--- src/hdl/spg_pkg.sv ---
// package: shared constants and types for the stepper pattern generator
package spg_pkg;

    // ****************************************
    // timer modes and trigger sources
    // ****************************************
    typedef enum logic [1:0] {
        SPG_TM_8BIT,
        SPG_TM_16BIT,
        SPG_TM_PPG,
        SPG_TM_PWM
    } spg_tmode_t;

    typedef enum logic [1:0] {
        SPG_SRC_TMR8,
        SPG_SRC_TMR4,
        SPG_SRC_TMR5
    } spg_src_t;

    // ****************************************
    // reset values and widths
    // ****************************************
    localparam logic [3:0] PAT_RST = 4'h0;
    localparam logic [3:0] ALT_RST = 4'h0;
    localparam int         CNT_W   = 8;
    localparam int         CNT16_W = 16;

    // configuration bundle from software
    typedef struct packed {
        logic       step_half;       // 1-2 step excitation
        logic       reverse;         // reverse_direction_bit
        logic       ff_src_sel;      // flipflop_source_select
        logic       ff_inv_en;       // flipflop_invert_enable
        logic       cte_a;           // compare_trigger_enable_a
        logic       cte_b;           // compare_trigger_enable_b
        logic       cte_c;           // compare_trigger_enable_c
        logic       port_out;        // port pins 0..3 set as outputs
        logic       port_func;       // port pins 0..3 in pattern function
        spg_tmode_t tmode;
        spg_src_t   src;
    } spg_cfg_t;

    // all module state
    typedef struct packed {
        logic [3:0] pat;
        logic [3:0] alt;
        logic       trig_d;
    } spg_state_t;

endpackage

--- src/hdl/spg_top.sv ---
// module: stepper excitation pattern channel driven by timer matches
`timescale 1ns/1ps
// Function
// - pattern and readback change only on a write or on rising edge of selected trigger, hold otherwise
// - direction bit 0 rotates phase 0 toward 3; 1 rotates backwards
// - single and two-step modes ignore the alternate nibble
// - 1-2 step ring order b7 b3 b6 b2 b5 b1 b4 b0
// - in 1-2 step, output and alternate nibbles shift together
// - 8-bit mode triggers on match with register selected by source select
// - 16-bit mode triggers when counter equals b*256 plus a
// - programmable pulse mode triggers only on match with register b
// - PWM mode produces no trigger
// - 8-bit timer triggers pass only while invert enable is set
// - channel one on 16-bit timer triggers on counter four or five matches
// - timer four trigger needs enable a or b and match with register f
// - timer five trigger needs enable c and match with register h
// - phase bits reach pins only with pins output and pattern function
module spg_top (
    input  wire logic                            CLOCK,        // 100 MHz system clock
    input  wire logic                            RST,          // synchronous reset, active high
    input  wire spg_pkg::spg_cfg_t               CFG,          // channel configuration
    input  wire logic                            LOAD,         // write pattern_output_reg
    input  wire logic [7:0]                      LOAD_DATA,    // pattern nibble high, alternate low
    input  wire logic [spg_pkg::CNT_W-1:0]       UC_LO,        // 8-bit up counter (low in 16-bit)
    input  wire logic [spg_pkg::CNT_W-1:0]       UC_HI,        // upper up counter in 16-bit mode
    input  wire logic [spg_pkg::CNT_W-1:0]       MATCH_A,      // match_reg_a
    input  wire logic [spg_pkg::CNT_W-1:0]       MATCH_B,      // match_reg_b
    input  wire logic [spg_pkg::CNT16_W-1:0]     UC_FOUR,      // up_counter_four
    input  wire logic [spg_pkg::CNT16_W-1:0]     MATCH_F,      // match_reg_f
    input  wire logic [spg_pkg::CNT16_W-1:0]     UC_FIVE,      // up_counter_five
    input  wire logic [spg_pkg::CNT16_W-1:0]     MATCH_H,      // match_reg_h
    output logic      [3:0]                      PHASE_OUT,    // pattern to port pins
    output logic      [3:0]                      PHASE_OE,     // per-pin output enable
    output logic      [7:0]                      PATTERN_RD,   // readback: pattern and alternate
    output logic                                 SHIFT_PULSE   // one-cycle shift strobe
);

    // ****************************************
    // trigger selection
    // ****************************************
    logic       trig8;
    logic       trig16_4;
    logic       trig16_5;
    logic       trig;
    logic [7:0] ring;
    logic [7:0] ring_nxt;

    always_comb begin
        unique case (CFG.tmode)
            spg_pkg::SPG_TM_8BIT:  trig8 = CFG.ff_src_sel ? (UC_LO == MATCH_B)
                                                          : (UC_LO == MATCH_A);
            spg_pkg::SPG_TM_16BIT: trig8 = ({UC_HI, UC_LO} == {MATCH_B, MATCH_A});
            spg_pkg::SPG_TM_PPG:   trig8 = (UC_LO == MATCH_B);
            spg_pkg::SPG_TM_PWM:   trig8 = 1'b0;
        endcase
    end

    assign trig16_4 = (CFG.cte_a | CFG.cte_b) & (UC_FOUR == MATCH_F);
    assign trig16_5 = CFG.cte_c & (UC_FIVE == MATCH_H);

    always_comb begin
        unique case (CFG.src)
            spg_pkg::SPG_SRC_TMR8: trig = trig8 & CFG.ff_inv_en;
            spg_pkg::SPG_SRC_TMR4: trig = trig16_4;
            spg_pkg::SPG_SRC_TMR5: trig = trig16_5;
            default:               trig = 1'b0;
        endcase
    end

    // ****************************************
    // helpers
    // ****************************************
    // one place along the nibble; forward carries phase 3 round to phase 0
    function automatic logic [3:0] rot4(
        input logic [3:0] v,     // nibble to move
        input logic       rev    // reverse_direction_bit
    );
        if (rev) begin
            return {v[0], v[3:1]};
        end
        return {v[2:0], v[3]};
    endfunction

    // pattern bits take the odd ring places, alternate bits the even ones
    function automatic logic [7:0] weave(
        input logic [3:0] p,     // pattern nibble
        input logic [3:0] a      // alternate nibble
    );
        return {p[3], a[3], p[2], a[2], p[1], a[1], p[0], a[0]};
    endfunction

    // ****************************************
    // pattern state
    // ****************************************
    spg_pkg::spg_state_t st_ff;
    spg_pkg::spg_state_t nxt_st;
    logic                rise;

    // match is a level while the counter sits on it; only its first cycle steps
    assign rise = trig & ~st_ff.trig_d;

    // ring order b7 b3 b6 b2 b5 b1 b4 b0
    assign ring = weave(st_ff.pat, st_ff.alt);
    // normal rotation moves toward phase 3, i.e. toward higher ring bits
    assign ring_nxt = CFG.reverse ? {ring[0], ring[7:1]} : {ring[6:0], ring[7]};

    always_comb begin
        nxt_st        = st_ff;
        nxt_st.trig_d = trig;
        if (LOAD) begin
            nxt_st.pat = LOAD_DATA[7:4];
            nxt_st.alt = LOAD_DATA[3:0];
        end else if (rise) begin
            if (CFG.step_half) begin
                nxt_st.pat = {ring_nxt[7], ring_nxt[5], ring_nxt[3], ring_nxt[1]};
                nxt_st.alt = {ring_nxt[6], ring_nxt[4], ring_nxt[2], ring_nxt[0]};
            end else begin
                // alternate nibble left untouched and unused
                nxt_st.pat = rot4(st_ff.pat, CFG.reverse);
            end
        end
    end

    always_ff @(posedge CLOCK) begin
        if (RST) begin
            st_ff <= '{pat: spg_pkg::PAT_RST, alt: spg_pkg::ALT_RST, trig_d: 1'b0};
        end else begin
            st_ff <= nxt_st;
        end
    end

    // ****************************************
    // outputs
    // ****************************************
    logic pins_on;
    assign pins_on     = CFG.port_out & CFG.port_func;
    assign PHASE_OUT   = pins_on ? st_ff.pat : 4'h0;
    assign PHASE_OE    = {4{pins_on}};
    assign PATTERN_RD  = {st_ff.pat, st_ff.alt};
    assign SHIFT_PULSE = rise & ~LOAD;

    // ****************************************
    // assertions: trigger decoding
    // ****************************************
    // a step needs a fresh match: history low and no write in the way
    a_eight_a: assert property (@(posedge CLOCK) disable iff (RST)
        (CFG.src == spg_pkg::SPG_SRC_TMR8 && CFG.tmode == spg_pkg::SPG_TM_8BIT && CFG.ff_inv_en
         && !CFG.ff_src_sel && UC_LO == MATCH_A && !st_ff.trig_d && !LOAD) |-> SHIFT_PULSE)
        else $error("8-bit match a did not step");

    a_eight_b: assert property (@(posedge CLOCK) disable iff (RST)
        (CFG.src == spg_pkg::SPG_SRC_TMR8 && CFG.tmode == spg_pkg::SPG_TM_8BIT && CFG.ff_inv_en
         && CFG.ff_src_sel && UC_LO == MATCH_B && !st_ff.trig_d && !LOAD) |-> SHIFT_PULSE)
        else $error("8-bit match b did not step");

    a_eight_off: assert property (@(posedge CLOCK) disable iff (RST)
        (CFG.src == spg_pkg::SPG_SRC_TMR8 && CFG.tmode == spg_pkg::SPG_TM_8BIT
         && !CFG.ff_src_sel && UC_LO != MATCH_A) |-> !SHIFT_PULSE)
        else $error("8-bit shift off selected match");

    a_wide_step: assert property (@(posedge CLOCK) disable iff (RST)
        (CFG.src == spg_pkg::SPG_SRC_TMR8 && CFG.tmode == spg_pkg::SPG_TM_16BIT && CFG.ff_inv_en
         && {UC_HI, UC_LO} == {MATCH_B, MATCH_A} && !st_ff.trig_d && !LOAD) |-> SHIFT_PULSE)
        else $error("16-bit match did not step");

    a_wide_partial: assert property (@(posedge CLOCK) disable iff (RST)
        (CFG.src == spg_pkg::SPG_SRC_TMR8 && CFG.tmode == spg_pkg::SPG_TM_16BIT
         && UC_HI != MATCH_B) |-> !SHIFT_PULSE)
        else $error("16-bit shift on half match");

    a_ppg_step: assert property (@(posedge CLOCK) disable iff (RST)
        (CFG.src == spg_pkg::SPG_SRC_TMR8 && CFG.tmode == spg_pkg::SPG_TM_PPG && CFG.ff_inv_en
         && UC_LO == MATCH_B && !st_ff.trig_d && !LOAD) |-> SHIFT_PULSE)
        else $error("ppg period match did not step");

    a_ppg_match: assert property (@(posedge CLOCK) disable iff (RST)
        (CFG.src == spg_pkg::SPG_SRC_TMR8 && CFG.tmode == spg_pkg::SPG_TM_PPG && UC_LO != MATCH_B)
        |-> !SHIFT_PULSE)
        else $error("ppg shift off period match");

    a_pwm_none: assert property (@(posedge CLOCK) disable iff (RST)
        (CFG.src == spg_pkg::SPG_SRC_TMR8 && CFG.tmode == spg_pkg::SPG_TM_PWM) |-> !SHIFT_PULSE)
        else $error("shift in pwm mode");

    a_inv_gate: assert property (@(posedge CLOCK) disable iff (RST)
        (CFG.src == spg_pkg::SPG_SRC_TMR8 && !CFG.ff_inv_en) |-> !SHIFT_PULSE)
        else $error("shift without invert enable");

    a_t4_step: assert property (@(posedge CLOCK) disable iff (RST)
        (CFG.src == spg_pkg::SPG_SRC_TMR4 && (CFG.cte_a || CFG.cte_b) && UC_FOUR == MATCH_F
         && !st_ff.trig_d && !LOAD) |-> SHIFT_PULSE)
        else $error("timer four match did not step");

    a_t4_gate: assert property (@(posedge CLOCK) disable iff (RST)
        (CFG.src == spg_pkg::SPG_SRC_TMR4 && !CFG.cte_a && !CFG.cte_b) |-> !SHIFT_PULSE)
        else $error("timer four shift without enable");

    a_t4_off: assert property (@(posedge CLOCK) disable iff (RST)
        (CFG.src == spg_pkg::SPG_SRC_TMR4 && UC_FOUR != MATCH_F) |-> !SHIFT_PULSE)
        else $error("timer four shift off match");

    a_t5_step: assert property (@(posedge CLOCK) disable iff (RST)
        (CFG.src == spg_pkg::SPG_SRC_TMR5 && CFG.cte_c && UC_FIVE == MATCH_H
         && !st_ff.trig_d && !LOAD) |-> SHIFT_PULSE)
        else $error("timer five match did not step");

    a_t5_gate: assert property (@(posedge CLOCK) disable iff (RST)
        (CFG.src == spg_pkg::SPG_SRC_TMR5 && !CFG.cte_c) |-> !SHIFT_PULSE)
        else $error("timer five shift without enable");

    a_t5_off: assert property (@(posedge CLOCK) disable iff (RST)
        (CFG.src == spg_pkg::SPG_SRC_TMR5 && UC_FIVE != MATCH_H) |-> !SHIFT_PULSE)
        else $error("timer five shift off match");

    a_src_none: assert property (@(posedge CLOCK) disable iff (RST)
        (CFG.src == spg_pkg::spg_src_t'(2'h3)) |-> !SHIFT_PULSE)
        else $error("shift from unused source code");

    // ****************************************
    // assertions: pattern movement
    // ****************************************
    a_hold_between: assert property (@(posedge CLOCK) disable iff (RST)
        (!$past(rise) && !$past(LOAD)) |-> $stable(st_ff.pat))
        else $error("pattern changed without trigger");

    a_load_wins: assert property (@(posedge CLOCK) disable iff (RST)
        LOAD |-> (!SHIFT_PULSE ##1 PATTERN_RD == $past(LOAD_DATA)))
        else $error("write lost or trigger taken with write");

    a_single_step: assert property (@(posedge CLOCK) disable iff (RST)
        SHIFT_PULSE |=> !SHIFT_PULSE)
        else $error("held trigger stepped twice");

    a_fwd_rotate: assert property (@(posedge CLOCK) disable iff (RST)
        (rise && !LOAD && !CFG.reverse && !CFG.step_half) |=>
        st_ff.pat == {$past(st_ff.pat[2:0]), $past(st_ff.pat[3])})
        else $error("forward rotation wrong");

    a_rev_rotate: assert property (@(posedge CLOCK) disable iff (RST)
        (rise && !LOAD && CFG.reverse && !CFG.step_half) |=>
        st_ff.pat == {$past(st_ff.pat[0]), $past(st_ff.pat[3:1])})
        else $error("reverse rotation wrong");

    a_alt_ignored: assert property (@(posedge CLOCK) disable iff (RST)
        (!LOAD && !CFG.step_half) |=> $stable(st_ff.alt))
        else $error("alternate changed in full-step mode");

    a_half_ones: assert property (@(posedge CLOCK) disable iff (RST)
        (rise && !LOAD && CFG.step_half) |=>
        $countones({st_ff.pat, st_ff.alt}) == $past($countones({st_ff.pat, st_ff.alt})))
        else $error("ring lost bits");

    // forward: new pattern is the old alternate, alternate takes the pattern moved one up
    a_half_fwd: assert property (@(posedge CLOCK) disable iff (RST)
        (rise && !LOAD && CFG.step_half && !CFG.reverse) |=>
        PATTERN_RD == {$past(st_ff.alt), $past(st_ff.pat[2:0]), $past(st_ff.pat[3])})
        else $error("forward half step wrong");

    a_half_rev: assert property (@(posedge CLOCK) disable iff (RST)
        (rise && !LOAD && CFG.step_half && CFG.reverse) |=>
        PATTERN_RD == {$past(st_ff.alt[0]), $past(st_ff.alt[3:1]), $past(st_ff.pat)})
        else $error("reverse half step wrong");

    // ****************************************
    // assertions: pins and reset
    // ****************************************
    a_pins_off: assert property (@(posedge CLOCK) disable iff (RST)
        !(CFG.port_out && CFG.port_func) |-> (PHASE_OE == 4'h0 && PHASE_OUT == 4'h0))
        else $error("pins driven while not assigned");

    a_pins_on: assert property (@(posedge CLOCK) disable iff (RST)
        (CFG.port_out && CFG.port_func) |-> (PHASE_OE == 4'hF && PHASE_OUT == st_ff.pat))
        else $error("assigned pins not showing pattern");

    a_oe_shape: assert property (@(posedge CLOCK) disable iff (RST)
        (PHASE_OE == 4'h0 || PHASE_OE == 4'hF))
        else $error("pin enables split");

    a_reset_clear: assert property (@(posedge CLOCK)
        RST |=> PATTERN_RD == 8'h00)
        else $error("reset left pattern set");

    c_fwd_step: cover property (@(posedge CLOCK) disable iff (RST) rise && !CFG.reverse);
    c_rev_step: cover property (@(posedge CLOCK) disable iff (RST) rise && CFG.reverse);
    c_half_step: cover property (@(posedge CLOCK) disable iff (RST) rise && CFG.step_half);
    c_t4_step: cover property (@(posedge CLOCK) disable iff (RST) rise && CFG.src == spg_pkg::SPG_SRC_TMR4);
    c_t5_step: cover property (@(posedge CLOCK) disable iff (RST) rise && CFG.src == spg_pkg::SPG_SRC_TMR5);

endmodule

--- config.mk ---
export PLATFORM = sky130hd
export DESIGN_NAME = spg_top
export DESIGN_NICKNAME = d
export VERILOG_FILES = /design/src/hdl/spg_pkg.sv /design/src/hdl/spg_top.sv
export SDC_FILE = /design/constraint.sdc
export NUM_CORES = 1
export LEC_CHECK = 0
export BUFFER_PORTS_ARGS = -buffer_cell sky130_fd_sc_hd__buf_2
export CAP_MARGIN = 15
export CORE_ASPECT_RATIO = 1.25
export CORE_MARGIN = 2
export CORE_UTILIZATION = 40
export DETAILED_ROUTE_END_ITERATION = 7
export GPL_TIMING_DRIVEN = 0
export MAX_ROUTING_LAYER = met4
export PLACE_DENSITY = 0.88
export SLEW_MARGIN = 15
export SYNTH_ARGS = -nofsm -noshare
export SYNTH_HDL_FRONTEND = slang
export SYNTH_SLANG_ARGS = --single-unit
--- constraint.sdc ---
create_clock -name CLOCK -period 3.6 [get_ports CLOCK]
set_input_delay 0.18 -clock CLOCK [delete_from_list [all_inputs] [get_ports CLOCK]]
set_output_delay 0.18 -clock CLOCK [all_outputs]
set_load 0.01 [all_outputs]
# Yosys cells after proc, flatten, opt, wreduce, memory -nomap -nowiden
# Index checks and enable logic that the tools add are counted.
totals:
  inputBits: 120
  output_inout_bits: 17
  register_bits: 9
  word_cells: 42
op_classes:
  n_mux: 15
  eq_ne: 10
  bitwise: 9
  n_reduce_logical: 5
ops:
  columns: ["cell", "count"]
  rows:
  - ["$eq 16x16->1", 3]
  - ["$mux 8", 3]
  - ["$mux 4", 5]
  - ["$eq 8x8->1", 2]
  - ["$and 1x1->1", 6]
  - ["$eq 2x2->1 const B", 3]
  - ["$mux 1", 5]
  - ["$eq 2x1->1 const B", 2]
  - ["$logic_not 2->1", 2]
  - ["$pmux 1 s4", 1]
  - ["$reduce_bool 2->1", 2]
  - ["$pmux 1 s3", 1]
  - ["$not 1->1", 2]
  - ["$reduce_and 2->1", 1]
  - ["$or 1x1->1", 1]

# Depth between registers and ports, before layout
# Gate-level depths: netlist (run 1).
logic_depth:
  ltp_word: 12
  ltp_mapped: 7
  mapped_depth_nobuf: 7

# Worst setup path before layout (run 1)
# Ideal clock, no wire load.
synth_timing:
  path_type: "input port to output port"
  from: "input MATCH_F[15] in the netlist's numbering"
  to: "output SHIFT_PULSE"
  t_arrival_ns: 1.851
  path_buffers: 0
  stages: 6
  t_required_ns: 3.420
  path_slack_ns: 1.569
  cell_sequence: "xor2_1 nor4_1 o2111ai_1 o31a_1 or3_1 nor4_1"
synth_between:
  elab_chain_len: 5
synth_rtl:
  columns: ["item", "line", "rtl"]
  rows:
  - ["from (decl)", "spg_top.sv:29", "input wire logic [spg_pkg::CNT16_W-1:0] MATCH_F,"]
  - ["$eq 16x16->1", "spg_top.sv:58", "assign trig16_4 = (CFG.cte_a | CFG.cte_b) & (UC_FOUR == MATCH_F);"]
  - ["$and 1x1->1", "spg_top.sv:58", null]
  - ["$pmux 1 s3", "spg_top.sv:62", "unique case (CFG.src)"]
  - ["$and 1x1->1", "spg_top.sv:100", "assign rise = trig & ~st_ff.trig_d;"]
  - ["$and 1x1->1", "spg_top.sv:140", "assign SHIFT_PULSE = rise & ~LOAD;"]
  - ["to (decl)", "spg_top.sv:35", "output logic SHIFT_PULSE"]
# Every way passes these cells.

# Worst setup path after layout (run 1)
# Same ends and word-level chain as after synthesis.

==> impl_metrics.yaml, run 1 <==
run_status:
  status: "finished clean"
setup_path:
  criticalPathCategory: "in2out"
  critical_path.endpoint_type: "output port"
  worst_ep_arrival_time_ns: 2.07
  worst-path-max-fanout: 3
  data_required_time_of_the_critical_path_ns: 3.42
  startpoint_type: "primary input"
  ff_to_ff_setup_slack_ns: 2.16
synth:
  synth_top_area_frac: 0.269
  synth_area_leaders: "xnor2_1, dfxtp_1, xor2_1, buf_4, a221o_1"
  avgSynthCellArea_um2: 8.33
  netlist.top_cell.by_area: "xnor2_1"
  yosys_warnings: 0
  synth.lib_cells_used.distinct: 32
  synth.net_count: 288
  netlist_area_pre_place_mm2: 0.00140
  ffs_latches_synth: 9
  synth.yosys.seq_area_share: 0.129
  syn-instance-count: 168
job:
  drv_cap: 0
cells_and_area:
  area.growth.synth_to_final_pct: 54.2
  antenna-diode-count: 0
  finish.net_count: 426
  fraction_of_final_layout_cells_with_drive_strength_greater_than_1: 0.508
  fillerInstances: 306
sta:
  worst_clock_skew_ns: 0.00267
  finalWorstSetupSlack_ns: 1.35
  totalNegativeSetupSlack_ns: 0
  grt_setup_unrepaired: "no"
  finalSetupViolations: 0
  post-route-period-util: 0.625
  final_hold_viol_count: 0
  max_slew_margin: 0.468
  worst-slew-pin-transition_ns: 0.793
  fmaxAchievable_ghz: 0.444
  drv_slew: 0
  period_minus_slack_ns: 2.25
  final_hold_slack_ns: 0.170
global_route:
  groute.layer.met3.usage: 0.0426
  met1_usage_in_global_routing: 0.259
  first_global_vias: 1771
  grt_pass1_wl_mm: 7.38
  grt_most_used_layer: "met2"
  grt_start_max_net_pins: 11
  gr-total-overflow: 0
  globalRouteMet2Util: 0.428
  grt_use_total: 0.234
  number_of_antenna_violations_at_the_first_check_in_global_routing: 0
floorplanning:
  floorplan.core_area_mm2: 0.00342
  io_pins: 137
  die_y_um: 70.1
  placement_rows: 24
  die-area_mm2: 0.00399
  effective_utilization_at_floorplan: 0.409
  die-width_um: 56.9
clock_tree:
  cts.reportedPaths.clkPinSlew_ns: 0.05
  cts_repair_resize_count: 0
  cts_tree: "done"
  root_cell_of_the_clock_tree: "clkbuf_8"
  cts_buffers: 3
  clock_latency_on_the_worst_skew_pair_ns: 0.24
  postCtsSetupBuffers: 0
  cts.htree.levels: 1
  cts_hold_repair.buffers: 0
  clockBufferDepth: 2
  cts_sinks: 9
placed_design:
  pre_cts_slack_ns: 1.28
  io_buffers: 133
  place.detailed.hpwl_mm: 4.12
  gp_routability_congestion: 0.864
route:
  post-route-drc-count: 0
  via_per_inst: 5.15
  ant_nets: 0
  num_vias: 1772
  drt_pre_antenna_iters: 4
  detail_route.wl_per_cell_um: 13.4
  drt_first_iter_violations: 57
  detail_route.wirelength_mm: 4.59
power_and_ir_drop:
  max_rail_drop_vdd_mv: 0.164
  static-leakage-power_nw: 1.06
  power.density_mw_per_mm2: 209
worst_hold_path:
  worst_hold_path_type: "in2reg"
==> state kept, by name (all words and copies together) (netlist names) <==
| name | count |
|---|---|
| PATTERN_RD | 8 |
| st_ff | 1 |
==> cell usage after synthesis, drive strengths merged <==
cell,count
xnor2,43
xor2,13
buf,12
a21oi,9
dfxtp,9
nand2,9
nand4,8
a221o,7
nor3,7
nor4,6
and2,5
mux2i,5
nor2b,5
and3,4
clkbuf,4
inv,3
mux4,3
nand3,3
nor2,3
a2111oi,1
a311oi,1
a31oi,1
mux2,1
o2111ai,1
o221ai,1
o22ai,1
o31a,1
o41ai,1
or3,1
==> worst paths after layout <==
| kind | from | end | depth (start not counted) |
|---|---|---|---|
| max | MATCH_F[15] | SHIFT_PULSE | 8 |
| min | LOAD_DATA[6] | PATTERN_RD[6] | 2 |
| max reg2reg | PATTERN_RD[5] | PATTERN_RD[4] | 3 |
| min reg2reg | PATTERN_RD[1] | PATTERN_RD[1] | 3 |
==> routing by layer <==
metal / share of wire / up-vias
met3: 0.093 / 7
met1: 0.35 / 793
met5: 0 / -
li1: - / 872
met4: 0.013 / 0
met2: 0.55 / 100
==> cell families after synthesis <==
| kind of cell | Yosys count | share of synthesized area |
|---|---|---|
| buffers and inverters | 19 | 0.0831 |
| flip-flops | 9 | 0.129 |
| multiplexers | 9 | 0.0947 |
| AO/OA/AOI/OAI | 24 | 0.131 |
| XOR/XNOR | 56 | 0.350 |
| AND/OR/NAND/NOR | 51 | 0.212 |
==> critical path: stages <==
cell and delay [ns]:
buf_2 0.10, xor2_1 0.15, nor4_1 0.27, o2111ai_1 0.15
o31a_1 0.34, or3_1 0.41, nor4_1 0.28, buf_2 0.20
==> per-stage QoR <==
| step | total power [mW] | std cells | utilization | instance area, um^2 |
|---|---|---|---|---|
| global placement | 0.326 | 340 | 0.618 | 2110 |
| finish | 0.452 | 344 | 0.631 | 2160 |
| global route | 0.482 | 344 | 0.631 | 2160 |
| detailed placement | 0.332 | 340 | 0.618 | 2110 |
| floorplan | 0.228 | 168 | - | 1400 |
| CTS | 0.455 | 344 | 0.631 | 2160 |
==> where the power goes <==
part	leakage [nW]	internal [mW]	switching, mW
Clock	0.0228	0.0776	0.0443
Combinational	0.960	0.124	0.0911
Sequential	0.0742	0.106	0.00877
==> area by class of cell <==
type                    count  area [um^2]  area share
inverters                   3         11.3     0.00521
plain buffers              16          105      0.0487
flip-flops and latches      9          180      0.0834
clock buffers               4         45.0      0.0209
well taps                  39         48.8      0.0226
repair buffers            133          666       0.308
multi-input cells         140         1100       0.511
==> cell usage in the layout (no fill, tap or decap) <==
cell type / netlist / final
a2111oi_0: 1 / 1
a21oi_1: 8 / 8
a21oi_2: 1 / 1
a221o_1: 7 / 7
a311oi_1: 1 / 1
a31oi_1: 1 / 1
and2_1: 5 / 5
and3_1: 4 / 4
buf_2: 0 / 133
buf_4: 12 / 12
clkbuf_1: 4 / 5
clkbuf_8: 0 / 3
dfxtp_1: 9 / 9
inv_1: 3 / 3
mux2_4: 1 / 1
mux2i_1: 5 / 5
mux4_2: 3 / 3
nand2_1: 9 / 9
nand3_1: 3 / 3
nand4_1: 8 / 8
nor2_1: 3 / 3
nor2b_1: 5 / 5
nor3_1: 6 / 6
nor3_2: 1 / 1
nor4_1: 5 / 5
nor4_4: 1 / 1
o2111ai_1: 1 / 1
o221ai_1: 1 / 1
o22ai_1: 1 / 1
o31a_1: 1 / 1
o41ai_1: 1 / 1
or3_1: 1 / 1
xnor2_1: 43 / 43
xor2_1: 13 / 13
(Power assumes the default switching activity.)
==> run 2: changes to the inputs <==
--- a/config.mk
+++ b/config.mk
@@ -9,11 +9,11 @@
 export CAP_MARGIN = 15
 export CORE_ASPECT_RATIO = 1.25
 export CORE_MARGIN = 2
-export CORE_UTILIZATION = 40
+export CORE_UTILIZATION = 37
 export DETAILED_ROUTE_END_ITERATION = 7
 export GPL_TIMING_DRIVEN = 0
 export MAX_ROUTING_LAYER = met4
-export PLACE_DENSITY = 0.88
+export PLACE_DENSITY = 0.82
 export SLEW_MARGIN = 15
 export SYNTH_ARGS = -nofsm -noshare
 export SYNTH_HDL_FRONTEND = slang
==> constraint.sdc (replaced) <==
create_clock -name CLOCK -period 2.17 [get_ports CLOCK]
set_input_delay 0.1085 -clock CLOCK [delete_from_list [all_inputs] [get_ports CLOCK]]
set_output_delay 0.1085 -clock CLOCK [all_outputs]
set_load 0.01 [all_outputs]
==> run 2 against run 1 <==
Effect of this change: register-to-register slack got worse by 1.4 ns; combinational power increased by 66%; final cell count increased by 0.58%; via count decreased by 0.62%; first-iteration DRC count decreased by 37%; core utilization decreased by 4.3 points; clock power increased by 68%; highest routed layer unchanged; setup slack got worse by 1.2 ns.
==> impl_metrics.yaml, run 2 (synthesis gave the netlist of run 1 again) <==
floorplanning:
  die-area_mm2: 0.00430
  die-width_um: 59.0
  effective_utilization_at_floorplan: 0.379
  io_pins: 137
  die_y_um: 72.8
  placement_rows: 25
  floorplan.core_area_mm2: 0.00369
cells_and_area:
  multiInputGateArea_mm2: 0.00110
  area.growth.synth_to_final_pct: 54.9
  final_cells: 346
  layout.cells.most_common: "buf_2"
  layout_cell_area_excl_fill_mm2: 0.00217
  sequential_cell_area_um2: 180
  post-route-util: 0.587
  max_ffs_per_register: 8
  fraction_of_final_layout_cells_with_drive_strength_greater_than_1: 0.510
  layout.cells.most_common_list: "buf_2, xnor2_1, xor2_1, buf_4"
  finish.net_count: 427
  fillerInstances: 364
  antenna-diode-count: 0
clock_tree:
  cts_tree: "done"
  cts_sinks: 9
  clock_latency_on_the_worst_skew_pair_ns: 0.24
  clockBufferDepth: 2
  root_cell_of_the_clock_tree: "clkbuf_8"
  cts_repair_resize_count: 0
  cts_buffers: 3
  cts.reportedPaths.clkPinSlew_ns: 0.05
  postCtsSetupBuffers: 0
  cts_hold_repair.buffers: 0
  cts.htree.levels: 1
sta:
  grt_setup_unrepaired: "no"
  max_slew_margin: 0.465
  finalWorstSetupSlack_ns: 0.139
  period_minus_slack_ns: 2.03
  fmaxAchievable_ghz: 0.492
  worst-slew-pin-transition_ns: 0.797
  post-route-period-util: 0.936
  final_hold_viol_count: 0
  finalSetupViolations: 0
  worst_clock_skew_ns: 0.000573
  totalNegativeSetupSlack_ns: 0
  drv_slew: 0
  final_hold_slack_ns: 0.0914
setup_path:
  startpoint_type: "primary input"
  ff_to_ff_setup_slack_ns: 0.75
  worst_ep_arrival_time_ns: 1.92
  criticalPathCategory: "in2out"
  worst-path-max-fanout: 3
  timing.reg2reg.worst_path_depth: 3
  critical_path.endpoint_type: "output port"
  data_required_time_of_the_critical_path_ns: 2.06
placed_design:
  place.detailed.hpwl_mm: 4.12
  post_detailed_placement_cell_area_mm2: 0.00212
  io_buffers: 133
  pre_cts_slack_ns: -0.0458
  gp_routability_congestion: 0.820
  post-place-cells: 341
route:
  detail_route.wl_per_cell_um: 13.2
  post-route-drc-count: 0
  drt_pre_antenna_iters: 4
  ant_nets: 0
  detail_route.wirelength_mm: 4.57
  via_per_inst: 5.09
  num_vias: 1761
  drt_first_iter_violations: 36
global_route:
  first_global_vias: 1664
  gr-total-overflow: 0
  met1_usage_in_global_routing: 0.225
  globalRouteMet2Util: 0.385
  number_of_antenna_violations_at_the_first_check_in_global_routing: 0
  grt_most_used_layer: "met2"
  groute.layer.met3.usage: 0.0284
  grt_pass1_wl_mm: 6.77
  grt_start_max_net_pins: 11
  grt_use_total: 0.208
power_and_ir_drop:
  power.density_mw_per_mm2: 347
  max_rail_drop_vdd_mv: 0.180
  static-leakage-power_nw: 1.06
  fin_total_pwr_uw: 753
worst_hold_path:
  holdPathStages: 2
  worst_hold_path_type: "in2reg"
job:
  drv_cap: 0
run_status:
  status: "finished clean"
run 2: final timing paths:
path,start,to
worst max-delay path,MATCH_F[11],SHIFT_PULSE
worst min-delay path,LOAD_DATA[4],PATTERN_RD[4]
worst max register to register,PATTERN_RD[4],PATTERN_RD[5]
worst min register to register,PATTERN_RD[1],PATTERN_RD[1]
run 2: cell type report:
cell class	instances	area share
clock buffers	4	0.0208
inverters	3	0.00519
multi-input cells	140	0.509
repair buffers	134	0.310
plain buffers	16	0.0485
well taps	40	0.0231
flip-flops and latches	9	0.0831
run 2: metal layers:
metal,vias to the layer above,wire (um)
met2,91,2440
met3,7,382
li1,875,-
met1,788,1680
met5,-,0
met4,0,74
run 2: where the power goes:
group / internal (mW) / leakage, nW / switching, mW
clock: 0.129 / 0.0228 / 0.0765
combinational: 0.207 / 0.966 / 0.150
sequential: 0.176 / 0.0742 / 0.0145
run 2: worst max-delay path, stage by stage:
cell and delay [ns]:
buf_2 0.10, xor2_1 0.15, nor4_1 0.32, nand2_1 0.10, o31a_1 0.33, or3_1 0.41, nor4_1 0.22, buf_2 0.18
==> run 3: changes to the inputs <==
--- a/config.mk
+++ b/config.mk
@@ -5,15 +5,15 @@
 export SDC_FILE = /design/constraint.sdc
 export NUM_CORES = 1
 export LEC_CHECK = 0
-export BUFFER_PORTS_ARGS = -buffer_cell sky130_fd_sc_hd__buf_2
 export CAP_MARGIN = 15
 export CORE_ASPECT_RATIO = 1.25
 export CORE_MARGIN = 2
-export CORE_UTILIZATION = 37
+export CORE_UTILIZATION = 55
 export DETAILED_ROUTE_END_ITERATION = 7
+export DONT_BUFFER_PORTS = 1
 export GPL_TIMING_DRIVEN = 0
 export MAX_ROUTING_LAYER = met4
-export PLACE_DENSITY = 0.82
+export PLACE_DENSITY = 0.7
 export SLEW_MARGIN = 15
 export SYNTH_ARGS = -nofsm -noshare
 export SYNTH_HDL_FRONTEND = slang
==> run 3 against run 2 <==
Effect of this change: count of clock-buffer cells in the layout did not move; via count is 27% lower; clock power fell by 36%; wire length down 22%; core utilization increased by 4.9 points; sequential cell count stayed put; critical endpoint unchanged; largest cell class unchanged; highest routed layer unchanged.
==> impl_metrics.yaml, run 3 (synthesis gave the netlist of run 1 again) <==
cells_and_area:
  multiInputGateArea_mm2: 0.00111
  layout_cell_area_excl_fill_mm2: 0.00154
  layout.cells.most_common: "xnor2_1"
  max_ffs_per_register: 8
  sequential_cell_area_um2: 180
  layout.cells.most_common_list: "xnor2_1, xor2_1, buf_4"
  fillerInstances: 222
  antenna-diode-count: 0
  finish.net_count: 300
  final_cells: 212
  area.growth.synth_to_final_pct: 10.3
  fraction_of_final_layout_cells_with_drive_strength_greater_than_1: 0.128
setup_path:
  worst-path-max-fanout: 3
  critical_path.endpoint_type: "output port"
  startpoint_type: "primary input"
  critical-path-slowest-cell: "or3_1"
  cpLargestDelayFamily: "simple AND/OR/NAND/NOR gates"
  data_required_time_of_the_critical_path_ns: 2.06
  max_stage_delay_ns: 0.42
  worstPathCellList: "xor2_1 -> nor4_1 -> o2111ai_1 -> o31a_1 -> or3_1 -> nor4_2"
  critical_path_buf_inv_count: 0
  worst_ep_arrival_time_ns: 1.84
  criticalPathCategory: "in2out"
floorplanning:
  die_y_um: 60.4
  placement_rows: 20
  io_pins: 137
  floorplan.core_area_mm2: 0.00243
  die-width_um: 49.1
  die-area_mm2: 0.00297
  effective_utilization_at_floorplan: 0.577
global_route:
  grt_most_used_layer: "met2"
  number_of_antenna_violations_at_the_first_check_in_global_routing: 0
  first_global_vias: 1204
  met1_usage_in_global_routing: 0.247
  grt_start_max_net_pins: 11
  groute.layer.met3.usage: 0.0271
  grt_use_total: 0.230
  globalRouteMet2Util: 0.432
  gr-total-overflow: 0
  grt_pass1_wl_mm: 5.18
power_and_ir_drop:
  static-leakage-power_nw: 0.536
  power.density_mw_per_mm2: 352
  max_rail_drop_vdd_mv: 0.231
sta:
  grt_setup_unrepaired: "no"
  period_minus_slack_ns: 1.95
  worst_clock_skew_ns: 0.00762
  post-route-period-util: 0.899
  drv_slew: 0
  final_hold_slack_ns: 0.126
  finalSetupViolations: 0
  totalNegativeSetupSlack_ns: 0
  worst-slew-pin-transition_ns: 0.867
  max_slew_margin: 0.418
  fmaxAchievable_ghz: 0.512
  final_hold_viol_count: 0
job:
  drv_cap: 0
clock_tree:
  cts_sinks: 9
  cts.htree.levels: 1
  postCtsSetupBuffers: 0
  cts_buffers: 3
  cts_tree: "done"
  root_cell_of_the_clock_tree: "clkbuf_4"
  clock_latency_on_the_worst_skew_pair_ns: 0.26
  cts.reportedPaths.clkPinSlew_ns: 0.06
  clockBufferDepth: 2
worst_hold_path:
  worst_hold_path_type: "in2reg"
route:
  detail_route.wirelength_mm: 3.58
  drt_pre_antenna_iters: 4
  via_per_inst: 6.07
  ant_nets: 0
  drt_first_iter_violations: 36
  num_vias: 1287
  post-route-drc-count: 0
  detail_route.wl_per_cell_um: 16.9
placed_design:
  io_buffers: 0
  gp_routability_congestion: 0.894
  post_detailed_placement_cell_area_mm2: 0.00144
  post-place-cells: 201
  place.detailed.hpwl_mm: 3.13
run_status:
  status: "finished clean"
==> run 3: what timing repair did <==
action                                  4_1_cts  5_1_grt
hold buffers                                  7        0
gates resized for setup                       0        1
hold endpoints to repair                      7        0
endpoints found under the setup margin        0        1
==> run 3: routing by layer <==
layer	up-vias	wire, um
met5	-	0
met3	10	292
met2	76	2000
li1	618	-
met1	583	1200
met4	0	83
==> run 3: per-stage QoR <==
stage          setup slack [ns]  power (mW)   util
5_1_grt                  0.0290       0.581  0.636
6_report                  0.218       0.544  0.636
3_3_place_gp             0.0833       0.400  0.594
4_1_cts                  0.0737       0.543  0.634
3_5_place_dp             0.0601       0.404  0.594
2_1_floorplan             0.268       0.378      -
==> run 3: path summary, 6_finish.rpt <==
| check | end | cells after the start | startpoint | slack (ns) |
|---|---|---|---|---|
| setup / recovery | SHIFT_PULSE | 6 | MATCH_F[15] | 0.22 |
| setup reg to reg | PATTERN_RD[5] | 3 | PATTERN_RD[4] | 0.74 |
| hold / removal | st_ff[0] | 2 | CFG[0] | 0.13 |
| hold reg to reg | PATTERN_RD[1] | 3 | PATTERN_RD[1] | 0.69 |
==> run 3: layout make-up <==
type	instances	share of cell area
inverter	3	0.00729
multi-input combinational	140	0.719
tap	33	0.0267
timing repair buffer	7	0.0454
sequential	9	0.117
buffer	16	0.0681
clock buffer	4	0.0170
==> run 3: worst reg2reg max path: cells and delay by family, from the launching register on <==
kind	cells	cell delay [ns]
AND/OR/NAND/NOR	1	0.15
multiplexers	1	0.47
flip-flops	1	0.37
AO/OA/AOI/OAI	1	0.33
==> run 3: report_power, final <==
group | internal, mW | switching, mW
clock | 0.0709 | 0.0614
combinational | 0.134 | 0.0870
sequential | 0.176 | 0.0150
